## config.mk

```make
export PLATFORM = sky130hd
export DESIGN_NAME = osr_register_map
export DESIGN_NICKNAME = d
export VERILOG_FILES = /design/src/verilog/osr_pkg.sv /design/src/verilog/osr_result_if.sv /design/src/verilog/osr_osc_counter.sv /design/src/verilog/osr_register_map.sv /design/src/verilog/osr_result_bank.sv
export SDC_FILE = /design/constraint.sdc
export NUM_CORES = 1
export LEC_CHECK = 0
export ABC_AREA = 1
export BUFFER_PORTS_ARGS = -buffer_cell sky130_fd_sc_hd__buf_2
export CORE_AREA = 2 2 166 168
export DETAILED_ROUTE_END_ITERATION = 8
export DIE_AREA = 0 0 168 170
export GPL_TIMING_DRIVEN = 0
export PLACE_DENSITY_LB_ADDON = 0.3
export SKIP_CTS_REPAIR_TIMING = 1
export SLEW_MARGIN = 20
export SYNTH_ARGS = -nofsm -noshare
export SYNTH_HDL_FRONTEND = slang
export SYNTH_HIERARCHICAL = 1
export SYNTH_SLANG_ARGS = --single-unit
```

## constraint.sdc

```tcl
create_clock -name clock_i -period 10.1 [get_ports clock_i]
set_input_delay 2.02 -clock clock_i [delete_from_list [all_inputs] [get_ports clock_i]]
set_output_delay 2.02 -clock clock_i [all_outputs]
set_load 0.005 [all_outputs]
```

## src/verilog/osr_pkg.sv

```systemverilog
// ----------------------------------------------------------------------------
// Shared constants of the optical sensor low register map.
// ----------------------------------------------------------------------------
package osr_pkg;

  // Data word, raw result and register address types.
  typedef logic [15:0] osr_word_t;
  typedef logic [16:0] osr_raw_t;
  typedef logic [7:0]  osr_addr_t;

  // Number of result registers updated together at a slot end.
  localparam int RESULT_COUNT = 7;

  // Register offsets.
  localparam osr_addr_t OFS_GEST_X1   = 8'h00;
  localparam osr_addr_t OFS_GEST_X2   = 8'h01;
  localparam osr_addr_t OFS_GEST_Y1   = 8'h02;
  localparam osr_addr_t OFS_GEST_Y2   = 8'h03;
  localparam osr_addr_t OFS_PROX_I    = 8'h04;
  localparam osr_addr_t OFS_PROX_X    = 8'h05;
  localparam osr_addr_t OFS_PROX_Y    = 8'h06;
  localparam osr_addr_t OFS_RESERVED7 = 8'h07;
  localparam osr_addr_t OFS_IDENT     = 8'h08;
  localparam osr_addr_t OFS_BUS_ADDR  = 8'h09;
  localparam osr_addr_t OFS_OSC_CAL   = 8'h0a;
  localparam osr_addr_t OFS_TIMER     = 8'h0c;
  localparam osr_addr_t OFS_SOFT_RST  = 8'h0f;
  localparam osr_addr_t OFS_CONV_A    = 8'h10;
  localparam osr_addr_t OFS_CONV_B    = 8'h11;
  localparam osr_addr_t OFS_TRIM      = 8'h12;

  // Values after reset, and the result full scale.
  localparam osr_word_t RST_RESULT    = 16'h0000;
  localparam osr_word_t RST_RESERVED7 = 16'h0020;
  localparam osr_word_t RST_TIMER     = 16'h000f;
  localparam osr_word_t RST_CONV_A    = 16'h1010;
  localparam osr_word_t RST_CONV_B    = 16'h004c;
  localparam osr_word_t RST_TRIM      = 16'h1c08;
  localparam osr_word_t RESULT_MAX    = 16'hffff;

  // Bus address as an eight-bit write address; the field holds bits 7:1.
  localparam logic [7:0] BUS_ADDR_WIRE = 8'hc8;

  // Field positions.
  localparam int SOFT_RST_BIT = 0;
  localparam int GAIN_LSB     = 0;
  localparam int POLE_LSB     = 2;
  localparam int VREF_LSB     = 4;

  // Gain select codes.
  localparam logic [1:0] GAIN_200K = 2'h0;
  localparam logic [1:0] GAIN_100K = 2'h1;

  // Oscillator calibration counter limits.
  localparam logic [11:0] OSC_CAL_MAX  = 12'hfff;
  localparam logic [11:0] OSC_CAL_RST  = 12'h000;
  localparam logic [1:0]  OSC_LAST_PER = 2'h2;

endpackage : osr_pkg

```

## src/verilog/osr_result_if.sv

```systemverilog
`timescale 1ns/1ns
// ----------------------------------------------------------------------------
// Result path between the register map and the result bank.
// ----------------------------------------------------------------------------
interface osr_result_if;
  logic               slot_end;                         // Slot end pulse.
  logic               clear;                            // Soft reset pulse.
  osr_pkg::osr_raw_t  raw   [osr_pkg::RESULT_COUNT];    // Unclipped sums.
  osr_pkg::osr_word_t value [osr_pkg::RESULT_COUNT];    // Held results.
  modport bank (input slot_end, input clear, input raw, output value);
  modport user (output slot_end, output clear, output raw, input value);
endinterface : osr_result_if
```

## src/verilog/osr_osc_counter.sv

```systemverilog
`timescale 1ns/1ns
// ----------------------------------------------------------------------------
// Counts fast clock edges across two slow oscillator periods.
// ----------------------------------------------------------------------------
module osr_osc_counter (
  input  wire logic        clock_i,
  input  wire logic        rst_i,
  input  wire logic        clear_i,
  input  wire logic        fast_i,
  input  wire logic        slow_i,
  output logic [11:0]      count_o
);
  import osr_pkg::*;

  logic [1:0]  fast_sync_reg;   // Two-stage synchroniser, fast clock.
  logic [1:0]  slow_sync_reg;   // Two-stage synchroniser, slow clock.
  logic        fast_last_reg;   // Previous synchronised fast level.
  logic        slow_last_reg;   // Previous synchronised slow level.
  logic [1:0]  phase_reg;       // Slow edges seen in the window.
  logic [11:0] run_reg;         // Running count.
  logic        fast_rise;
  logic        slow_rise;

  // Only stage two of each synchroniser feeds the edge detectors. All
  // stages reset high: a pin that is already high at release then gives
  // no false rise, which would open a short first window.
  always_ff @(posedge clock_i or posedge rst_i) begin
    if (rst_i) begin
      fast_sync_reg <= 2'h3;
      slow_sync_reg <= 2'h3;
      fast_last_reg <= 1'b1;
      slow_last_reg <= 1'b1;
    end else begin
      fast_sync_reg <= {fast_sync_reg[0], fast_i};
      slow_sync_reg <= {slow_sync_reg[0], slow_i};
      fast_last_reg <= fast_sync_reg[1];
      slow_last_reg <= slow_sync_reg[1];
    end
  end

  assign fast_rise = fast_sync_reg[1] & ~fast_last_reg;
  assign slow_rise = slow_sync_reg[1] & ~slow_last_reg;

  // Window phase: 0 waits for a first edge, 1 and 2 are inside the window.
  always_ff @(posedge clock_i or posedge rst_i) begin
    if (rst_i) begin
      phase_reg <= 2'h0;
    end else if (clear_i) begin
      phase_reg <= 2'h0;
    end else if (slow_rise) begin
      phase_reg <= (phase_reg == OSC_LAST_PER) ? 2'h1 : phase_reg + 2'h1;
    end
  end

  // The count stops at full scale so a slow oscillator never wraps it.
  always_ff @(posedge clock_i or posedge rst_i) begin
    if (rst_i) begin
      run_reg <= OSC_CAL_RST;
    end else if (clear_i || (slow_rise && phase_reg != 2'h1)) begin
      run_reg <= OSC_CAL_RST;
    end else if (phase_reg != 2'h0 && fast_rise && run_reg != OSC_CAL_MAX) begin
      run_reg <= run_reg + 12'h001;
    end
  end

  // The result is published at the edge that closes the second period.
  always_ff @(posedge clock_i or posedge rst_i) begin
    if (rst_i) begin
      count_o <= OSC_CAL_RST;
    end else if (clear_i) begin
      count_o <= OSC_CAL_RST;
    end else if (slow_rise && phase_reg == OSC_LAST_PER) begin
      count_o <= run_reg;
    end
  end
endmodule : osr_osc_counter

```

## src/verilog/osr_register_map.sv

```systemverilog
`timescale 1ns/1ns
// How it works
// Four gesture results at 0x00, reset zero.
// Three proximity results at 0x04..0x06, reset zero.
// Identity word at 0x08, never reset.
// Own bus address at 0x09, never reset.
// Fast cycles over two slow periods, 0x0A.
// Writing one to 0x0F bit0 resets.
// Gain code selects 200k, 100k, 50k.
// Pole code selects four band-pass pole pairs.
// Host writes mandated values to reserved words.
// Read-only word 0x07 reads 0x20.
// Results update together, clipping at maximum.
// Soft reset bit clears itself after use.
module osr_register_map #(
  parameter logic [11:0] PART_ID = 12'h5a5,   // Arbitrary value.
  parameter logic [3:0]  VERSION = 4'h1       // Arbitrary value.
) (
  input  wire logic                clock_i,
  input  wire logic                rst_i,
  input  wire osr_pkg::osr_addr_t  reg_addr_i,
  input  wire logic                reg_wr_i,
  input  wire osr_pkg::osr_word_t  reg_wdata_i,
  input  wire logic                reg_rd_i,
  output osr_pkg::osr_word_t       reg_rdata_o,
  output logic                     reg_rvalid_o,
  input  wire logic                slot_end_i,
  input  wire osr_pkg::osr_raw_t   slot_raw_i [osr_pkg::RESULT_COUNT],
  input  wire logic                osc_fast_i,
  input  wire logic                osc_slow_i,
  output logic                     soft_reset_o,
  output logic                     fb_200k_o,
  output logic                     fb_100k_o,
  output logic                     fb_50k_o,
  output logic                     pole_low_100k_o,
  output logic                     pole_high_300k_o,
  output logic [1:0]               amp_reference_select_o,
  output osr_pkg::osr_word_t       timer_cfg_o,
  output osr_pkg::osr_word_t       conv_a_cfg_o,
  output osr_pkg::osr_word_t       conv_b_cfg_o
);
  import osr_pkg::*;

  // --------------------------------------------------------------------------
  // Storage.
  // --------------------------------------------------------------------------

  logic        soft_reset_reg;   // Self-clearing soft reset bit.
  osr_word_t   timer_reg;        // Timer test word.
  osr_word_t   conv_a_reg;       // First converter word.
  osr_word_t   conv_b_reg;       // Second converter word.
  osr_word_t   trim_reg;         // Front-end trim word.
  osr_word_t   read_next;        // Value selected for the current read.
  logic [11:0] osc_count;        // Published calibration count.
  logic [1:0]  amp_gain_select;  // Feedback resistor code.
  logic [1:0]  bandpass_pole_select; // Pole pair code.
  logic        soft_hit;         // Write that requests a soft reset.

  osr_result_if rif ();          // Result path to the bank.

  // --------------------------------------------------------------------------
  // Result bank and calibration counter.
  // --------------------------------------------------------------------------

  // The sampling engine runs on this clock, so its strobe is used directly.
  assign rif.slot_end = slot_end_i;
  assign rif.raw      = slot_raw_i;
  assign rif.clear    = soft_reset_reg;

  osr_result_bank u_bank (
    .clock_i (clock_i),
    .rst_i   (rst_i),
    .rif     (rif.bank)
  );

  // Both oscillators come from outside this clock and are resynchronised
  // inside the counter.
  osr_osc_counter u_osc (
    .clock_i (clock_i),
    .rst_i   (rst_i),
    .clear_i (soft_reset_reg),
    .fast_i  (osc_fast_i),
    .slow_i  (osc_slow_i),
    .count_o (osc_count)
  );

  // --------------------------------------------------------------------------
  // Soft reset.
  // --------------------------------------------------------------------------

  assign soft_hit = reg_wr_i && (reg_addr_i == OFS_SOFT_RST)
                    && reg_wdata_i[SOFT_RST_BIT];

  // The bit stays high for one cycle and then drops by itself, so a later
  // read returns zero. A new request in the clearing cycle wins.
  always_ff @(posedge clock_i or posedge rst_i) begin
    if (rst_i) begin
      soft_reset_reg <= 1'b0;
    end else if (soft_hit) begin
      soft_reset_reg <= 1'b1;
    end else begin
      soft_reset_reg <= 1'b0;
    end
  end

  assign soft_reset_o = soft_reset_reg;

  // --------------------------------------------------------------------------
  // Writable words.
  // --------------------------------------------------------------------------

  // The reserved words simply hold what the host writes; the host is
  // trusted to write the mandated values. A soft reset returns
  // them to their defaults and a write in that cycle is dropped.
  always_ff @(posedge clock_i or posedge rst_i) begin
    if (rst_i) begin
      timer_reg <= RST_TIMER;
    end else if (soft_reset_reg) begin
      timer_reg <= RST_TIMER;
    end else if (reg_wr_i && reg_addr_i == OFS_TIMER) begin
      timer_reg <= reg_wdata_i;
    end
  end

  // First converter word.
  always_ff @(posedge clock_i or posedge rst_i) begin
    if (rst_i) begin
      conv_a_reg <= RST_CONV_A;
    end else if (soft_reset_reg) begin
      conv_a_reg <= RST_CONV_A;
    end else if (reg_wr_i && reg_addr_i == OFS_CONV_A) begin
      conv_a_reg <= reg_wdata_i;
    end
  end

  // Second converter word.
  always_ff @(posedge clock_i or posedge rst_i) begin
    if (rst_i) begin
      conv_b_reg <= RST_CONV_B;
    end else if (soft_reset_reg) begin
      conv_b_reg <= RST_CONV_B;
    end else if (reg_wr_i && reg_addr_i == OFS_CONV_B) begin
      conv_b_reg <= reg_wdata_i;
    end
  end

  // Front-end trim word; its upper fields are kept for the next stages.
  always_ff @(posedge clock_i or posedge rst_i) begin
    if (rst_i) begin
      trim_reg <= RST_TRIM;
    end else if (soft_reset_reg) begin
      trim_reg <= RST_TRIM;
    end else if (reg_wr_i && reg_addr_i == OFS_TRIM) begin
      trim_reg <= reg_wdata_i;
    end
  end

  assign timer_cfg_o  = timer_reg;
  assign conv_a_cfg_o = conv_a_reg;
  assign conv_b_cfg_o = conv_b_reg;

  // --------------------------------------------------------------------------
  // Front-end decode.
  // --------------------------------------------------------------------------

  assign amp_gain_select      = trim_reg[GAIN_LSB +: 2];
  assign bandpass_pole_select = trim_reg[POLE_LSB +: 2];

  // Decoded selects are registered so the analog side sees clean levels.
  // Code 3 of the gain field is unused and falls to 50 kohm, the smallest
  // resistor, which is the safe side against saturating the amplifier.
  always_ff @(posedge clock_i or posedge rst_i) begin
    if (rst_i) begin
      fb_200k_o        <= 1'b1;
      fb_100k_o        <= 1'b0;
      fb_50k_o         <= 1'b0;
      pole_low_100k_o  <= 1'b1;
      pole_high_300k_o <= 1'b0;
      amp_reference_select_o <= 2'h0;
    end else begin
      fb_200k_o        <= (amp_gain_select == GAIN_200K);
      fb_100k_o        <= (amp_gain_select == GAIN_100K);
      fb_50k_o         <= amp_gain_select[1];
      // Bit 1 moves the low pole to 100 kHz, bit 0 the high one to 300 kHz.
      pole_low_100k_o  <= bandpass_pole_select[1];
      pole_high_300k_o <= bandpass_pole_select[0];
      amp_reference_select_o <= trim_reg[VREF_LSB +: 2];
    end
  end

  // --------------------------------------------------------------------------
  // Read path.
  // --------------------------------------------------------------------------

  // Unmapped addresses read as zero; writes to read-only words are ignored.
  always_comb begin
    case (reg_addr_i)
      OFS_GEST_X1:   read_next = rif.value[0];
      OFS_GEST_X2:   read_next = rif.value[1];
      OFS_GEST_Y1:   read_next = rif.value[2];
      OFS_GEST_Y2:   read_next = rif.value[3];
      OFS_PROX_I:    read_next = rif.value[4];
      OFS_PROX_X:    read_next = rif.value[5];
      OFS_PROX_Y:    read_next = rif.value[6];
      OFS_RESERVED7: read_next = RST_RESERVED7;
      OFS_IDENT:     read_next = {VERSION, PART_ID};
      OFS_BUS_ADDR:  read_next = {9'h000, BUS_ADDR_WIRE[7:1]};
      OFS_OSC_CAL:   read_next = {4'h0, osc_count};
      OFS_TIMER:     read_next = timer_reg;
      OFS_SOFT_RST:  read_next = {15'h0000, soft_reset_reg};
      OFS_CONV_A:    read_next = conv_a_reg;
      OFS_CONV_B:    read_next = conv_b_reg;
      OFS_TRIM:      read_next = trim_reg;
      default:       read_next = 16'h0000;
    endcase
  end

  // Read data is captured one cycle after the strobe and then held.
  always_ff @(posedge clock_i or posedge rst_i) begin
    if (rst_i) begin
      reg_rdata_o  <= 16'h0000;
      reg_rvalid_o <= 1'b0;
    end else begin
      reg_rvalid_o <= reg_rd_i;
      if (reg_rd_i) begin
        reg_rdata_o <= read_next;
      end
    end
  end
endmodule : osr_register_map

```

## src/verilog/osr_result_bank.sv

```systemverilog
`timescale 1ns/1ns
// ----------------------------------------------------------------------------
// Seven result registers, loaded together and clipped at full scale.
// ----------------------------------------------------------------------------
module osr_result_bank (
  input  wire logic   clock_i,
  input  wire logic   rst_i,
  osr_result_if.bank  rif
);
  import osr_pkg::*;

  // Clip a raw sum to sixteen bits rather than letting it wrap.
  function automatic osr_word_t clip(input osr_raw_t v);
    clip = v[16] ? RESULT_MAX : v[15:0];
  endfunction : clip

  genvar k;
  generate
    for (k = 0; k < RESULT_COUNT; k++) begin : g_res
      // Every register loads on the same slot end, so a read never mixes
      // values from two slots.
      always_ff @(posedge clock_i or posedge rst_i) begin
        if (rst_i) begin
          rif.value[k] <= RST_RESULT;
        end else if (rif.clear) begin
          rif.value[k] <= RST_RESULT;
        end else if (rif.slot_end) begin
          rif.value[k] <= clip(rif.raw[k]);
        end
      end

    end
  endgenerate
endmodule : osr_result_bank

```

==> impl_metrics.tcl <==
set metrics [dict create \
    run_status "complete, no violations" \
    hold_depth 0 \
    finalSetupTns_ns 0 \
    nets 2052 \
    total_power_w 0.002277 \
    cp.arrival_ns 1.37 \
    crit_path_cell_trace "buf_2" \
    fin_util_pct 53.67 \
    largest_reg_flops 112 \
    grtUsageTotal_pct 25.99 \
    dp_hpwl_um 28740 \
    postLayoutCellArea_um2 14300 \
    clk_pin_slew_ns 0.06 \
    leakage_nw 8.253 \
    ff2ff_path_depth 6 \
    syn_inst 1650 \
    synthFlopType "dfrtp_1" \
    ys_seq_elements 233 \
    switching_share_pct 26.80 \
    drc_errors 0 \
    placed_area_um2 13480 \
    clock_power_share_pct 40.5 \
    critPathBufInv 1 \
    regMostFlops "u_bank/rif.value" \
    grt_pass1_vias 10780 \
    wirelength_um 37400 \
    synth_nets 1801 \
    min_to "u_osc/slow_sync_reg[1]$_DFF_PP1_" \
    critPathLaunchType "flip-flop" \
    die_w_um 168 \
    crit_required_ns 8.08 \
    regToRegEndpoint "timer_cfg_o[4]$_DFFE_PP0P_" \
    timing_worst_setup_path_type "flip-flop to output port" \
    drt_iter0_markers 1216 \
    drt-pass1-iter-count 6 \
    hold_viol_final 0 \
    rsz0062_at_grt "false" \
    critical_path.max_fanout 9 \
    avgSynthCellArea_um2 7.196 \
    final_common_cell "nand2_1" \
    peakVddDrop_uv 96.67 \
    root_buffer "clkbuf_16" \
    cts_buffers 25 \
    hp-class "flip-flop to flip-flop" \
    synth_top_area_share_pct 44.68 \
    internal_power_w 0.001667 \
    routedWlPerCell_um 16.54 \
    cts.path.max_buffers 3 \
    synth_edf_count 0 \
    gp_congestion 0.9239 \
    mostFrequentLayoutCells "758 x nand2_1, 258 x buf_2, 212 x dfrtp_1" \
    port_buffers 222 \
    h-tree-depth 1 \
    synth.distinct_cells 32 \
    p_sw_w 0.0006101 \
    yosysWarnings 6 \
    regToRegSetupSlack_ns 8.07 \
    cts_sinks 233 \
    clkLatencyLatePin_ns 0.53 \
    slowest_stage "dfrtp_1" \
    antenna_found_initial 1 \
    initial_utilization_pct 44.55 \
    final-setup-viol-count 0 \
    grt-ovfl-total 0 \
    die_area_um2 28560 \
    grt_max_degree 65 \
    worstHoldStart "u_osc/slow_sync_reg[0]$_DFF_PP1_" \
    max_freq_mhz 294.6 \
    max_slew_margin_pct 54.85 \
    power_frac_seq_pct 47.8 \
    yosys-top-cells-area "dfrtp_1 45%, nand2_1 24%, nand3_1 6.3%" \
    rows 60 \
    drv_slew 0 \
    cp_top_family "flip-flops" \
    netlist_area_um2 11870 \
    combPwrFrac_pct 11.6 \
    max_cap_violations 0 \
    final_layout_size_suffix_gt1_share_pct 21.09 \
    async_flop_share_pct 100.0 \
    antenna_left 0 \
    avgViaCountPerCell 5.035 \
    finalClockSkew_ns 0.007130 \
    top_level_ports 223 \
    period_share_pct 33.61 \
    core-area_um2 26650 \
    dieHeight_um 170 \
    critical-path-max-stage-delay_ns 0.64 \
    dp_slack_ns 6.309 \
    syn_to_final_growth_pct 20.48 \
    vias 11390 \
    cts_tree "built" \
    powerDensity_nw_per_um2 159.2 \
    grt_pass1_wl_um 57860 \
    ys_seq_area_share_pct 49.33 \
    setup_ws_ns 6.706 \
    r2r_start "soft_reset_o$_DFF_PP0_" \
    yosysTopAreaCell "dfrtp_1" \
    min_period_ns 3.394 \
    crit_path_end_kind "output port" \
    worstMarginPinSlew_ns 0.6773 \
]
[power groups by stage]
stage / Combinational [W] / Sequential (W) / Clock, W
after floorplan: 0.000159 / 0.00108 / 0
after detailed placement: 0.000265 / 0.00110 / 0
after global routing: 0.000302 / 0.00110 / 0.000970
final: 0.000265 / 0.00109 / 0.000923
after global placement: 0.000255 / 0.00110 / 0
after CTS: 0.000266 / 0.00109 / 0.000934
[worst max path at each step]
stage	startpoint	end	slack, ns	cells past startpoint
floorplan	rst_i	u_bank/rif.value[0]$_DFFE_PP0P_	5.12	1
global placement	rst_i	u_bank/rif.value[102]$_DFFE_PP0P_	3.84	2
detailed placement	reg_addr_i[5]	reg_rdata_o[9]$_DFFE_PP0P_	6.31	11
CTS	soft_reset_o$_DFF_PP0_	soft_reset_o	6.71	1
global route	soft_reset_o$_DFF_PP0_	soft_reset_o	6.67	1
finish	soft_reset_o$_DFF_PP0_	soft_reset_o	6.71	1
[cells in the mapped netlist, drive strengths merged (4+ instances only)]
| cell | n |
|---|---|
| inv | 199 |
| buf | 53 |
| nand2 | 773 |
| o21ai | 89 |
| nor2 | 106 |
| nand4 | 4 |
| a21oi | 11 |
| dfstp | 21 |
| nand3 | 152 |
| clkbuf | 14 |
| o22ai | 5 |
| dfrtp | 212 |
[kinds of logic (layout without fill, tap and decap cells)]
group,Yosys count,after routing,share of synthesized area [%]
compound gates,107,107,5.143
fa+ha+maj,1,1,0.1054
xor+xnor,3,3,0.2213
other cells,0,1,0
simple gates,1038,1038,35.74
buf+inv,268,538,9.463
flops,233,233,49.33
[final cells by class]
| class | instances | area [um^2] |
|---|---|---|
| antenna | 1 | 2.502 |
| buffer | 67 | 367.9 |
| sequential | 233 | 5857 |
| clock buffer | 31 | 658.1 |
| timing repair buffer | 224 | 1166 |
| tap | 341 | 426.7 |
| inverter | 201 | 765.7 |
| fill | 2548 | 12350 |
| clock inverter | 15 | 167.7 |
| multi-input combinational | 1149 | 4892 |
[per-stage QoR]
stage | hold slack, ns | instances
2_1_floorplan | 0.3452 | 1650
3_3_place_gp | 0.3461 | 2213
3_5_place_dp | 0.3475 | 2215
5_1_grt | 0.3603 | 2261
6_report | 0.3550 | 2262
4_1_cts | 0.3561 | 2261
[layer usage]
metal | wire, um | part of all wire, % | vias to the layer above | track usage, %
met4 | 1252 | 3.3 | 2 | 9.074
met3 | 3284 | 8.8 | 84 | 3.721
met5 | 13 | 0.035 | - | 0
met1 | 15980 | 43 | 5221 | 36.02
met2 | 16870 | 45 | 558 | 41.95
li1 | - | - | 5524 | -
Power figures use the tool's default switching activity.
